`src/rmx_consts.svh`:
```
// offsets, reset values and event bit positions for the mask/flag block
`ifndef RMX_CONSTS_SVH
`define RMX_CONSTS_SVH
`define RMX_ADDR_W 12
`define RMX_OFF_MASK_LO 12'h00E
`define RMX_OFF_MASK_HI 12'h00F
`define RMX_OFF_PEND_LO 12'h010
`define RMX_OFF_PEND_MID 12'h011
`define RMX_OFF_PEND_HI 12'h012
`define RMX_MASK_RST 16'h0000
`define RMX_BYTE_RST 8'h00
`define RMX_PEND_RST 24'h000000
`define RMX_PEND_VALID 24'h7FFFFF
`define RMX_EV_RADIO_QUIET 0
`define RMX_EV_SEND_FRAME_FINISHED 1
`define RMX_EV_SEND_ACK_FINISHED 2
`define RMX_EV_RECEIVER_MASK_CLEARED 7
`define RMX_EV_UNUSED 23
`endif

```
`src/rmx_pkg.sv`:
```
// types for the mask/flag block
package rmx_pkg;
  typedef enum logic [1:0] {ST_IDLE, ST_RX, ST_TX, ST_ACK} rmx_state_t;
endpackage : rmx_pkg

```
`src/rmx_flag_byte.sv`:
```
// one byte of sticky pending bits, write zero to clear
`timescale 1ns/1ns
module rmx_flag_byte #(
  parameter int W = 8
) (
  input wire logic clk_i,
  input wire logic nrst_i,
  input wire logic [W-1:0] set_i,
  input wire logic wr_i,
  input wire logic [W-1:0] wdata_i,
  output logic [W-1:0] flags_o
);
  logic [W-1:0] flags_q;

  // a set in the clearing cycle wins
  always_ff @(posedge clk_i) begin
    if (!nrst_i) begin
      flags_q <= '0;
    end else if (wr_i) begin
      flags_q <= (flags_q & wdata_i) | set_i;
    end else begin
      flags_q <= flags_q | set_i;
    end
  end

  assign flags_o = flags_q;
endmodule : rmx_flag_byte

```
`src/rmx_top.sv`:
```
// receive-enable mask and sticky exception pending bits
`timescale 1ns/1ns
`include "rmx_consts.svh"
module rmx_top
  import rmx_pkg::*;
(
  input wire logic CLK_SYS_I,
  input wire logic NRST_I,
  input wire logic [`RMX_ADDR_W-1:0] REG_ADDR_I,
  input wire logic REG_WR_I,
  input wire logic REG_RD_I,
  input wire logic [7:0] REG_WDATA_I,
  output logic [7:0] REG_RDATA_O,
  input wire logic [23:0] EVENT_I,
  input wire logic TX_START_I,
  input wire logic ACK_START_I,
  output logic RX_ON_O,
  output logic [15:0] RX_MASK_O,
  output logic [23:0] PENDING_O
);
  function automatic logic addr_hit(
    input logic [`RMX_ADDR_W-1:0] addr,
    input logic [`RMX_ADDR_W-1:0] off
  );
    addr_hit = (addr == off);
  endfunction : addr_hit

  logic [15:0] mask_q;
  logic [15:0] mask_d;
  logic [23:0] pend;
  logic [23:0] pend_set;
  logic [7:0] rdata_q;
  logic mask_cleared;
  rmx_state_t state_q;
  logic wr_lo;
  logic wr_hi;

  assign wr_lo = REG_WR_I && addr_hit(REG_ADDR_I, `RMX_OFF_MASK_LO);
  assign wr_hi = REG_WR_I && addr_hit(REG_ADDR_I, `RMX_OFF_MASK_HI);

  // receive-enable mask, both bytes host writable
  always_comb begin
    mask_d = mask_q;
    if (wr_lo) begin
      mask_d[7:0] = REG_WDATA_I;
    end
    if (wr_hi) begin
      mask_d[15:8] = REG_WDATA_I;
    end
  end

  always_ff @(posedge CLK_SYS_I) begin
    if (!NRST_I) begin
      mask_q <= `RMX_MASK_RST;
    end else begin
      mask_q <= mask_d;
    end
  end

  assign mask_cleared = (mask_q != 16'h0000) && (mask_d == 16'h0000);

  // event sources; bit 7 also raised by the mask reaching zero
  always_comb begin
    pend_set = EVENT_I & `RMX_PEND_VALID;
    pend_set[`RMX_EV_RECEIVER_MASK_CLEARED] =
      EVENT_I[`RMX_EV_RECEIVER_MASK_CLEARED] | mask_cleared;
  end

  genvar g;
  generate
    for (g = 0; g < 3; g++) begin : g_pend
      rmx_flag_byte #(.W(8)) u_byte (
        .clk_i(CLK_SYS_I),
        .nrst_i(NRST_I),
        .set_i(pend_set[g*8 +: 8]),
        .wr_i(REG_WR_I &&
          addr_hit(REG_ADDR_I,
            `RMX_OFF_PEND_LO + `RMX_ADDR_W'(g))),
        .wdata_i(REG_WDATA_I),
        .flags_o(pend[g*8 +: 8])
      );
    end
  endgenerate

  // registered read port, unmapped reads zero
  always_ff @(posedge CLK_SYS_I) begin
    if (!NRST_I) begin
      rdata_q <= `RMX_BYTE_RST;
    end else if (REG_RD_I) begin
      case (REG_ADDR_I)
        `RMX_OFF_MASK_LO: rdata_q <= mask_q[7:0];
        `RMX_OFF_MASK_HI: rdata_q <= mask_q[15:8];
        `RMX_OFF_PEND_LO: rdata_q <= pend[7:0];
        `RMX_OFF_PEND_MID: rdata_q <= pend[15:8];
        `RMX_OFF_PEND_HI: rdata_q <= pend[23:16];
        default: rdata_q <= `RMX_BYTE_RST;
      endcase
    end
  end

  // main radio sequencing
  always_ff @(posedge CLK_SYS_I) begin
    if (!NRST_I) begin
      state_q <= ST_IDLE;
    end else begin
      case (state_q)
        ST_IDLE: begin
          if (TX_START_I) begin
            state_q <= ST_TX;
          end else if (ACK_START_I) begin
            state_q <= ST_ACK;
          end else if (mask_q != 16'h0000) begin
            state_q <= ST_RX;
          end
        end
        ST_RX: begin
          if (TX_START_I) begin
            state_q <= ST_TX;
          end else if (ACK_START_I) begin
            state_q <= ST_ACK;
          end else if (mask_q == 16'h0000) begin
            state_q <= ST_IDLE;
          end
        end
        ST_TX: begin
          if (EVENT_I[`RMX_EV_SEND_FRAME_FINISHED]) begin
            state_q <= (mask_q != 16'h0000) ? ST_RX : ST_IDLE;
          end
        end
        ST_ACK: begin
          if (EVENT_I[`RMX_EV_SEND_ACK_FINISHED]) begin
            state_q <= (mask_q != 16'h0000) ? ST_RX : ST_IDLE;
          end
        end
        default: state_q <= ST_IDLE;
      endcase
    end
  end

  assign RX_ON_O = (state_q == ST_RX);
  assign RX_MASK_O = mask_q;
  assign PENDING_O = pend;
  assign REG_RDATA_O = rdata_q;
endmodule : rmx_top

```
`config.mk`:
```
export PLATFORM = sky130hd
export DESIGN_NAME = rmx_top
export DESIGN_NICKNAME = d
export VERILOG_FILES = /design/src/rmx_pkg.sv /design/src/rmx_flag_byte.sv /design/src/rmx_top.sv
export VERILOG_INCLUDE_DIRS = /design/src
export SDC_FILE = /design/constraint.sdc
export NUM_CORES = 1
export LEC_CHECK = 0
export BUFFER_PORTS_ARGS = -buffer_cell sky130_fd_sc_hd__buf_2
export CORE_UTILIZATION = 50
export DETAILED_ROUTE_END_ITERATION = 12
export HOLD_SLACK_MARGIN = 0.03
export PLACE_DENSITY = 0.83
export RECOVER_POWER = 50
export SYNTH_ARGS = -nofsm -noshare
export SYNTH_HDL_FRONTEND = slang
export SYNTH_SLANG_ARGS = --single-unit
```
`constraint.sdc`:
```
create_clock -name CLK_SYS_I -period 5.65 [get_ports CLK_SYS_I]
set_input_delay 1.13 -clock CLK_SYS_I [delete_from_list [all_inputs] [get_ports CLK_SYS_I]]
set_output_delay 1.13 -clock CLK_SYS_I [all_outputs]
set_load 0.005 [all_outputs]
```
; Yosys cells after proc, flatten, opt, wreduce, memory -nomap -nowiden
; Cells that the tools add are included.
[totals]
out_inout_bits = 49
regBits = 50
wordCells = 55
[op_classes]
bitwise_logic = 10
muxes = 16
reduce_logical = 11
eq_ne = 12
[ops]
columns = operator, n
row1 = $mux 8, 5
row2 = $pmux 8 s5, 1
row3 = $eq 12x5->1 const B, 3
row4 = $logic_not 16->1, 2
row5 = $or 8x8->8, 4
row6 = $and 8x8->8, 3
row7 = $eq 12x4->1 const B, 2
row8 = $mux 2, 8
row9 = $or 8x7->8, 2
row10 = $reduce_bool 16->1, 1
row11 = $pmux 2 s4, 1
row12 = $logic_and 1x1->1, 6
row13 = $eq 2x2->1 const B, 2
row14 = $ne 2x2->1 const B, 2
row15 = $ne 4x3->1 const B, 1
row16 = $ne 4x4->1 const B, 1
row17 = $reduce_and 4->1, 1
row18 = $eq 2x1->1 const B, 1
row19 = $logic_not 2->1, 1
row20 = $mux 1, 1
row21 = $or 1x1->1, 1

; Depth between registers and ports, before layout
; Gate-level depths: netlist of the first run.
[depth]
depth_word = 8
mapped_depth = 7
ltp_nobuf = 6

; Hierarchy
; From an unflattened synthesis of the first run, not the netlist that was laid out.
[hier_totals]
hier_cells = 286
hier_area_um2 = 2458.6
[modules_own_cells]
columns = mod, seq_area_each_um2, n_inst, area_each_um2, cells_each
row1 = rmx_top, 520.5, 1, 1478.9, 190
row2 = rmx_flag_byte, 160.2, 3, 326.6, 32

; Worst setup path before layout of the first run
; Ideal clock, no wire load.
[synth_path]
path_type = input to register
start = input REG_ADDR_I[9]
end = register g_pend[0].u_byte.flags_q[7]
path_slack_ns = 2.569
cell_stages = 7
n_path_buf = 1
arrival_time_ns = 2.963
required_ns = 5.532
path_cell_list = or3_4 or4b_4 or4_4 buf_6 o21a_1 o21ai_2 o21ai_1
[synth_via]
elab_chain_cells = 8
[synth_lines]
columns = item, line
row1 = from (decl), rmx_top.sv:9  ; input wire logic [`RMX_ADDR_W-1:0] REG_ADDR_I,
row2 = $eq 12x4->1, rmx_top.sv:25  ; addr_hit = (addr == off);
row3 = $logic_and 1x1->1 (on tied branches), "rmx_top.sv:38, rmx_top.sv:39"
row4 = $mux 8 (on tied branches), "rmx_top.sv:44, rmx_top.sv:47"
row5 = $logic_not 16->1, rmx_top.sv:60  ; assign mask_cleared = (mask_q != 16'h0000) && (mask_d == 16'h0000);
row6 = $logic_and 1x1->1, rmx_top.sv:60
row7 = $or 1x1->1, rmx_top.sv:66  ; EVENT_I[`RMX_EV_RECEIVER_MASK_CLEARED] | mask_cleared;
row8 = $or 8x8->8 (on tied branches), "rmx_flag_byte.sv:22, rmx_flag_byte.sv:20"
row9 = $mux 8 *, rmx_flag_byte.sv:19  ; end else if (wr_i) begin
row10 = to (signal assigned), rmx_flag_byte.sv:20  ; flags_q <= (flags_q & wdata_i) | set_i;
row11 = to (signal assigned), rmx_flag_byte.sv:22  ; flags_q <= flags_q | set_i;
row12 = to (decl), rmx_flag_byte.sv:13  ; logic [W-1:0] flags_q;
; Mark *: on every way between the ends. The rest lies on a longest branch, timed or not.
; A chain may end at the register's enable or synchronous reset.

; Worst setup path in the final report of the first run
[layout_path]
start = input REG_ADDR_I[9]
end = register g_pend[2].u_byte.flags_q[4]
[layout_via]
elab_chain_cells = 3
[layout_lines]
columns = item, line
row1 = $eq 12x5->1, rmx_top.sv:25
row2 = $logic_and 1x1->1, rmx_top.sv:76  ; .wr_i(REG_WR_I &&
row3 = $mux 8, rmx_flag_byte.sv:19
row4 = to (signal assigned), rmx_flag_byte.sv:20
row5 = to (signal assigned), rmx_flag_byte.sv:22
row6 = to (decl), rmx_flag_byte.sv:13
; Every way passes these cells.

==> results.json, run 1 <==
{
  "status": "finished with violations",
  "violations": "capacitance limit, slew limit",
  "finalWirelength_mm": 6.41,
  "synth_area_leaders": "dfxtp_1, o21a_1, mux2_2, mux2i_1, a222oi_1",
  "final_common_cell": "buf_2",
  "min-delay-path-class": "flop to flop",
  "grt_max_degree": 52,
  "tritoncts": "done",
  "dp_hpwl_mm": 4.61,
  "crit_family": "simple AND/OR/NAND/NOR gates",
  "num_io_pins": 99,
  "dr.pass1.iters": 4,
  "rsz0062_at_grt": "no",
  "globalplace.congestion": 0.804,
  "hold_violations": 0,
  "ys_ff_latch": 50,
  "drt-wirelength-per-cell_um": 16.6,
  "overflow": 0,
  "drive_gt1_frac": 0.344,
  "synth.top_cell.area_share": 0.430,
  "cp_slowest_stage_delay_ps": 580,
  "arrival_ps": 3330,
  "skew_ps": 11.2,
  "cp_num_buf_inv": 1,
  "initial_utilization": 0.528,
  "vias_per_cell": 5.74,
  "slew_headroom": -0.283,
  "slowest_stage": "or4b_4",
  "tightest_slew_ps": 1920,
  "portBuffers": 97,
  "path_cells": "buf_2, or3_4, or4b_4, nor4_4, nand2_2, o21a_1, o21a_1",
  "cts_buffer_depth": 2,
  "die_h_um": 70.3,
  "slew_violations": 52,
  "final_cell_mix": "buf_2, dfxtp_1, o21a_1",
  "cts_max_level": 2,
  "synth_edf_count": 0,
  "end_kind": "flop",
  "clk_pin_slew_ps": 90,
  "n_antenna_cell": 0,
  "period_share": 0.555,
  "ctsHoldBuffers": 0,
  "area_growth_pct": 24.9,
  "startpoint_type": "input pin",
  "path_class": "input pin to flop",
  "setup_viol": 0,
  "path_max_fanout": 9,
  "synthArstFlopShare": 0,
  "first_iter_violations": 156,
  "numCtsBuffers": 5,
  "min_period_ps": 3140,
  "crit_required_ps": 5850,
  "dieWidth_um": 70.3,
  "dp_slack_ps": 2210,
  "drv_cap": 1,
  "antenna_found_initial": 0,
  "synthDistinctLibCells": 38,
  "core-area_um2": 4410,
  "synth_nets": 289,
  "synth_ff_type": "dfxtp_1",
  "grt_pass1_wl_mm": 10.2,
  "powerDensity_nw_per_um2": 230,
  "tns_ps": 0,
  "synth_area_um2": 2330,
  "highest_layer": "met4",
  "syn_area_per_cell_um2": 9.75,
  "post-cts-setup-buffer-count": 0,
  "fin_nets": 383,
  "cpMostUsedCell": "o21a_1",
  "rows": 24,
  "p_leak_uw": 0.00121,
  "grt_usage": 0.265,
  "synth_area_leader_cell": "dfxtp_1",
  "fmax_mhz": 319,
  "clk_latency_ps": 300,
  "via_count": 2216,
  "drcViolationCount": 0,
  "wl_met1_mm": 2.78,
  "peakVddDrop_mv": 0.198,
  "synth_cells": 239,
  "ant_nets": 0,
  "yosys_warnings": 0,
  "worst_slack_ps": 2510,
  "seq_area_frac_synth": 0.430,
  "cts-root-buf": "clkbuf_8",
  "cts_sinks": 50,
  "grt_pass1_vias": 2167,
  "dr_wl_met2_mm": 3.07,
  "cts_resized": 0,
  "wl_met3_um": 483,
  "dieArea_um2": 4940
}
-- final timing paths --
| path | from | end | slack [ps] | cells after the start |
|---|---|---|---|---|
| hold reg to reg | g_pend[2].u_byte.flags_o[7] | g_pend[2].u_byte.flags_o[7] | 490 | 1 |
| setup / recovery | REG_ADDR_I[9] | g_pend[2].u_byte.flags_o[4] | 2510 | 7 |
| setup reg to reg | RX_MASK_O[8] | g_pend[0].u_byte.flags_o[7] | 3710 | 6 |
| hold / removal | g_pend[2].u_byte.flags_o[7] | g_pend[2].u_byte.flags_o[7] | 490 | 1 |
-- sequential cells by signal, indices dropped and copies added (netlist names) --
name,flops
REG_RDATA_O,8
state_q,2
RX_MASK_O,16
g_pend.u_byte.flags_o,24
-- power by group --
part | internal [µW] | switching [µW] | leakage [µW]
combinational | 44.4 | 40.6 | 0.000754
clock | 87.6 | 117 | 0.0000452
sequential | 368 | 11.3 | 0.000412
-- metal layers --
| layer | track usage | vias up |
|---|---|---|
| met3 | 0.0620 | 8 |
| met2 | 0.434 | 88 |
| li1 | - | 1069 |
| met4 | 0.0733 | 0 |
| met1 | 0.347 | 1051 |
| met5 | 0 | - |
-- through the flow --
| step | total power [µW] | instances | hold WS [ps] | utilization | instance area, µm² |
|---|---|---|---|---|---|
| 4_1_cts | 674 | 386 | 485 | 0.664 | 2930 |
| 6_report | 669 | 386 | 488 | 0.659 | 2910 |
| 3_3_place_gp | 470 | 378 | 460 | 0.645 | 2850 |
| 3_5_place_dp | 473 | 378 | 469 | 0.645 | 2850 |
| 2_1_floorplan | 427 | 239 | 459 | - | 2330 |
| 5_1_grt | 697 | 386 | 500 | 0.659 | 2910 |
-- worst register-to-register path, stage by stage, from the launching register on --
cell and delay, ps:
dfxtp_1 350, or4_1 530, nor4_1 300, nand2_1 140, nor3_1 270, nand4b_1 150, o21ai_1 80
-- cells in the mapped netlist, types with 2 or more instances --
cell type,instances
dfxtp_1,50
o21a_1,35
nand2_1,19
mux2_2,17
o21ai_0,12
a21oi_1,11
nor2b_1,11
mux2i_1,9
a222oi_1,8
clkbuf_1,8
a21boi_0,7
inv_1,6
o21ai_1,6
a21boi_1,5
nor2_1,4
nor4_1,4
or4_1,3
buf_2,2
nand4b_1,2
nor3_1,2
-- cell type report --
class | instances | area, µm²
repair buffers | 99 | 478
clock buffers | 6 | 72.6
well taps | 52 | 65.1
clock inverters | 2 | 13.8
fillers | 392 | 1500
multi-input cells | 171 | 1260
flip-flops and latches | 50 | 1000
inverters | 6 | 22.5
-- kinds of logic (layout without fill, tap and decap cells) --
kind of cell,count (synthesis),after routing,synth area share
flip-flops,50,50,0.430
multiplexers,26,26,0.121
AND/OR/NAND/NOR,56,56,0.150
buffers and inverters,18,113,0.0333
AO/OA/AOI/OAI,89,89,0.266
Power figures use the tool's default switching activity.
==> run 2, diff against run 1 <==
--- a/config.mk
+++ b/config.mk
@@ -7,10 +7,10 @@
 export NUM_CORES = 1
 export LEC_CHECK = 0
 export BUFFER_PORTS_ARGS = -buffer_cell sky130_fd_sc_hd__buf_2
-export CORE_UTILIZATION = 50
+export CORE_UTILIZATION = 47
 export DETAILED_ROUTE_END_ITERATION = 12
 export HOLD_SLACK_MARGIN = 0.03
-export PLACE_DENSITY = 0.83
+export PLACE_DENSITY = 0.79
 export RECOVER_POWER = 50
 export SYNTH_ARGS = -nofsm -noshare
 export SYNTH_HDL_FRONTEND = slang
==> constraint.sdc (replaced) <==
create_clock -name CLK_SYS_I -period 2.9 [get_ports CLK_SYS_I]
set_input_delay 0.58 -clock CLK_SYS_I [delete_from_list [all_inputs] [get_ports CLK_SYS_I]]
set_output_delay 0.58 -clock CLK_SYS_I [all_outputs]
set_load 0.005 [all_outputs]
==> results.json, run 2 (synthesis gave the netlist of run 1 again) <==
{
  "status": "finished with violations",
  "violations": "capacitance limit, slew limit",
  "final_cell_mix": "buf_2, dfxtp_1, o21a_1",
  "first_iter_violations": 178,
  "slew_headroom": -0.274,
  "rows": 25,
  "die_h_um": 72.4,
  "timing.rr.start": "RX_MASK_O[9]",
  "clk_latency_ps": 300,
  "overflow": 0,
  "peakVddDrop_mv": 0.283,
  "slew_violations": 52,
  "path_class": "input pin to flop",
  "fin_nets": 387,
  "whs_endpoint": "g_pend[2].u_byte.flags_o[7]",
  "post-cts-setup-buffer-count": 0,
  "globalplace.congestion": 0.817,
  "crit_family": "simple AND/OR/NAND/NOR gates",
  "slowest_stage": "or4b_4",
  "clk_pin_slew_ps": 80,
  "skew_ps": 6.72,
  "crit_required_ps": 3090,
  "path_cells": "buf_2, or3_4, or4b_4, or4_4, o21a_1, o21ai_2, o21ai_1",
  "min-delay-path-class": "flop to flop",
  "dieArea_um2": 5240,
  "n_antenna_cell": 0,
  "tritoncts": "done",
  "cts_max_level": 2,
  "period_share": 0.837,
  "holdCritStartpoint": "g_pend[2].u_byte.flags_o[7]",
  "largest_register_ffs": 24,
  "fill_cells": 462,
  "portBuffers": 97,
  "r2r-end": "g_pend[0].u_byte.flags_o[7]",
  "grt_pass1_wl_mm": 10.1,
  "end_kind": "flop",
  "grt_max_degree": 52,
  "grt_usage": 0.254,
  "drive_gt1_frac": 0.346,
  "cp_num_buf_inv": 1,
  "path_max_fanout": 8,
  "reg2reg_depth": 6,
  "numCtsBuffers": 5,
  "core-area_um2": 4750,
  "hold_violations": 0,
  "tightest_slew_ps": 1910,
  "dr.pass1.iters": 5,
  "area_growth_pct": 28.2,
  "startpoint_type": "input pin",
  "ctsHoldBuffers": 0,
  "cts_resized": 0,
  "dp_hpwl_mm": 4.70,
  "final_common_cell": "buf_2",
  "finalWirelength_mm": 6.46,
  "cts_sinks": 50,
  "drt-wirelength-per-cell_um": 15.9,
  "dieWidth_um": 72.4,
  "powerDensity_nw_per_um2": 454,
  "grt_pass1_vias": 2073,
  "min_period_ps": 2430,
  "drcViolationCount": 0,
  "vias_per_cell": 5.43,
  "drv_cap": 1,
  "antenna_found_initial": 0,
  "cts_buffer_depth": 2,
  "arrival_ps": 2610,
  "cp_slowest_stage_delay_ps": 580,
  "tns_ps": 0,
  "setup_viol": 0,
  "fmax_mhz": 412,
  "via_count": 2200,
  "rsz0062_at_grt": "no",
  "p_leak_uw": 0.00123,
  "ant_nets": 0,
  "cts-root-buf": "clkbuf_8",
  "hold_depth": 1,
  "power_uw": 1360,
  "reg2reg_slack_ps": 830,
  "initial_utilization": 0.490,
  "cp.depth": 7,
  "num_io_pins": 99
}
[run 2: routing by layer]
metal  vias up  global-route usage  share of wire
li1       1088                   -              -
met1      1018               0.337           0.45
met2        88               0.415           0.47
met3         6              0.0500          0.072
met4         0              0.0784         0.0098
met5         -                   0              0
[run 2: worst register-to-register path: stages (launching register included)]
cell	delay, ps
dfxtp_1	360
or4_1	500
nor4_1	390
nand2_1	140
nor3_1	310
nand4b_1	180
o21ai_1	80
[run 2: worst max path at each step]
stage                  start                          end  slack [ps]
6_report       REG_ADDR_I[9]  g_pend[0].u_byte.flags_o[7]         470
5_1_grt               NRST_I               REG_RDATA_O[4]         400
3_5_place_dp   REG_ADDR_I[9]  g_pend[0].u_byte.flags_o[7]         180
4_1_cts        REG_ADDR_I[9]  g_pend[0].u_byte.flags_o[7]         500
2_1_floorplan  REG_ADDR_I[9]  g_pend[0].u_byte.flags_o[7]         370
3_3_place_gp   REG_ADDR_I[9]  g_pend[0].u_byte.flags_o[7]         230
[run 2: power by group]
group          internal (µW)  total (µW)  leakage [µW]  switching (µW)
sequential               716         739      0.000412            22.2
combinational           86.6         166      0.000766            79.6
clock                    219         450     0.0000544             232
total                   1020        1360       0.00123             333
[run 2: final cells by class]
type | instances | area, µm² | share of cell area
sequential | 50 | 1000 | 0.335
clock buffer | 7 | 96.3 | 0.0323
clock inverter | 1 | 8.76 | 0.00293
timing repair buffer | 103 | 517 | 0.173
tap | 67 | 83.8 | 0.0281
inverter | 6 | 22.5 | 0.00754
multi-input combinational | 171 | 1260 | 0.421
[run 2: metrics by stage]
step | setup WS, ps | std cells | hold slack (ps) | util | cell area, µm²
2_1_floorplan | 369 | 239 | 459 | - | 2330
3_3_place_gp | 231 | 397 | 447 | 0.612 | 2910
3_5_place_dp | 180 | 397 | 457 | 0.612 | 2910
4_1_cts | 503 | 405 | 469 | 0.634 | 3010
5_1_grt | 404 | 405 | 476 | 0.628 | 2990
6_report | 473 | 405 | 470 | 0.628 | 2990
==> run 3, diff against run 2 <==
--- a/config.mk
+++ b/config.mk
@@ -7,10 +7,10 @@
 export NUM_CORES = 1
 export LEC_CHECK = 0
 export BUFFER_PORTS_ARGS = -buffer_cell sky130_fd_sc_hd__buf_2
-export CORE_UTILIZATION = 47
+export CORE_UTILIZATION = 43
 export DETAILED_ROUTE_END_ITERATION = 12
 export HOLD_SLACK_MARGIN = 0.03
-export PLACE_DENSITY = 0.79
+export PLACE_DENSITY = 0.76
 export RECOVER_POWER = 50
 export SYNTH_ARGS = -nofsm -noshare
 export SYNTH_HDL_FRONTEND = slang
==> constraint.sdc (replaced) <==
create_clock -name CLK_SYS_I -period 2.1 [get_ports CLK_SYS_I]
set_input_delay 0.42 -clock CLK_SYS_I [delete_from_list [all_inputs] [get_ports CLK_SYS_I]]
set_output_delay 0.42 -clock CLK_SYS_I [all_outputs]
set_load 0.005 [all_outputs]
==> results.json, run 3 (synthesis gave the netlist of run 1 again) <==
{
  "status": "finished with violations",
  "violations": "setup timing",
  "timing.rr.start": "RX_MASK_O[8]",
  "final_cell_mix": "buf_2, dfxtp_1, o21a_1",
  "slew_violations": 0,
  "hold_violations": 0,
  "cts_buffer_depth": 2,
  "grt_max_degree": 52,
  "dp_cells": 411,
  "vias_per_cell": 5.50,
  "wl_met3_um": 511,
  "arrival_ps": 2320,
  "powerDensity_nw_per_um2": 590,
  "num_io_pins": 99,
  "die_h_um": 75.6,
  "setup_viol": 1,
  "period_share": 1.01,
  "drcViolationCount": 0,
  "dp_hpwl_mm": 4.94,
  "path_class": "input pin to flop",
  "min-delay-path-class": "input pin to flop",
  "skew_ps": 6.62,
  "dr.pass1.iters": 5,
  "finalWirelength_mm": 6.73,
  "portBuffers": 97,
  "seq_area_um2": 1000,
  "final_core_util": 0.596,
  "worst_slack_ps": -17.0,
  "antenna_found_initial": 0,
  "final_common_cell": "buf_2",
  "dr_wl_met2_mm": 3.16,
  "multi_input_area_um2": 1280,
  "crit_required_ps": 2300,
  "grt_usage": 0.241,
  "reg2reg_slack_ps": 210,
  "dieArea_um2": 5720,
  "rows": 26,
  "slew_headroom": 0.687,
  "fin_nets": 398,
  "tightest_slew_ps": 470,
  "p_leak_uw": 0.00124,
  "tns_ps": -17.0,
  "tritoncts": "done",
  "highest_layer": "met4",
  "core-area_um2": 5170,
  "min_period_ps": 2120,
  "setup.worst_path.end": "g_pend[0].u_byte.flags_o[7]",
  "globalplace.congestion": 0.815,
  "ctsHoldBuffers": 0,
  "first_iter_violations": 187,
  "reg2reg_depth": 6,
  "peakVddDrop_mv": 0.338,
  "overflow": 0,
  "cts_max_level": 2,
  "initial_utilization": 0.450,
  "startpoint": "REG_ADDR_I[9]",
  "drt-wirelength-per-cell_um": 16.1,
  "grt_pass1_wl_mm": 10.3,
  "ant_nets": 0,
  "startpoint_type": "input pin",
  "dieWidth_um": 75.6,
  "fill_cells": 479,
  "fmax_mhz": 472,
  "whs_ps": 318,
  "instances_no_fill": 419,
  "clk_pin_slew_ps": 90,
  "path_max_fanout": 5,
  "grt_pass1_vias": 2148,
  "r2r-end": "g_pend[0].u_byte.flags_o[7]",
  "cts-root-buf": "clkbuf_8",
  "rsz0062_at_grt": "yes",
  "drv_cap": 0,
  "via_count": 2306,
  "end_kind": "flop",
  "n_antenna_cell": 0,
  "cts_sinks": 50,
  "numCtsBuffers": 5,
  "wl_met1_mm": 2.93,
  "area_growth_pct": 32.2,
  "clk_latency_ps": 310,
  "drive_gt1_frac": 0.347,
  "largest_register_ffs": 24
}
[run 3: cell count changes in the layout (fill, tap and decap cells not counted)]
cell,before,now
o21ai_2,1,5
nor4_1,3,2
buf_6,0,1
clkbuf_1,20,32
o21ai_1,6,2
clkbuf_8,7,5
buf_4,5,15
clkinv_2,0,1
buf_12,1,2
buf_2,76,64
nor4_2,1,2
[run 3: metal layers]
metal	track usage	up-vias
met3	0.0331	12
met5	0	-
met4	0.0926	0
li1	-	1108
met2	0.400	110
met1	0.318	1076
[run 3: power breakdown]
group          internal (µW)  total (µW)  switching [µW]
clock                    236         559             323
sequential               990        1020            32.9
combinational            123         237             114
total                   1350        1820             469
[run 3: critical path, cell delays in order]
cell	delay, ps
buf_6	90
or3_4	380
or4b_4	540
or4_4	510
o21a_1	210
o21ai_2	110
o21ai_1	70
[run 3: timing repair]
action | 4_1_cts | 5_1_grt
setup endpoints to repair | 4 | 4
gates resized for setup | 4 | 2
buffers inserted | 0 | 0
pin swaps | 2 | 2
[run 3: worst min path at each step]
stage | startpoint | to | cells after the start
floorplan | g_pend[2].u_byte.flags_o[7] | g_pend[2].u_byte.flags_o[7] | 1
global placement | g_pend[2].u_byte.flags_o[7] | g_pend[2].u_byte.flags_o[7] | 1
detailed placement | g_pend[2].u_byte.flags_o[7] | g_pend[2].u_byte.flags_o[7] | 1
CTS | EVENT_I[11] | g_pend[1].u_byte.flags_o[3] | 2
global route | EVENT_I[21] | g_pend[2].u_byte.flags_o[5] | 2
finish | EVENT_I[15] | g_pend[1].u_byte.flags_o[7] | 2
[run 3: area by class of cell]
type                       count  share of cell area
sequential                    50               0.325
tap                           70              0.0284
inverter                       6             0.00731
clock buffer                   6              0.0236
clock inverter                 2             0.00447
multi-input combinational    171               0.415
timing repair buffer         114               0.196
[run 3: metrics by stage]
stage	power (µW)	instance area [µm²]	setup WS, ps
6_report	1820	3080	-17.0
5_1_grt	1890	3080	-30.8
4_1_cts	1830	3110	-17.6
3_5_place_dp	1280	3010	-349
3_3_place_gp	1270	3010	-300
2_1_floorplan	1150	2330	-238
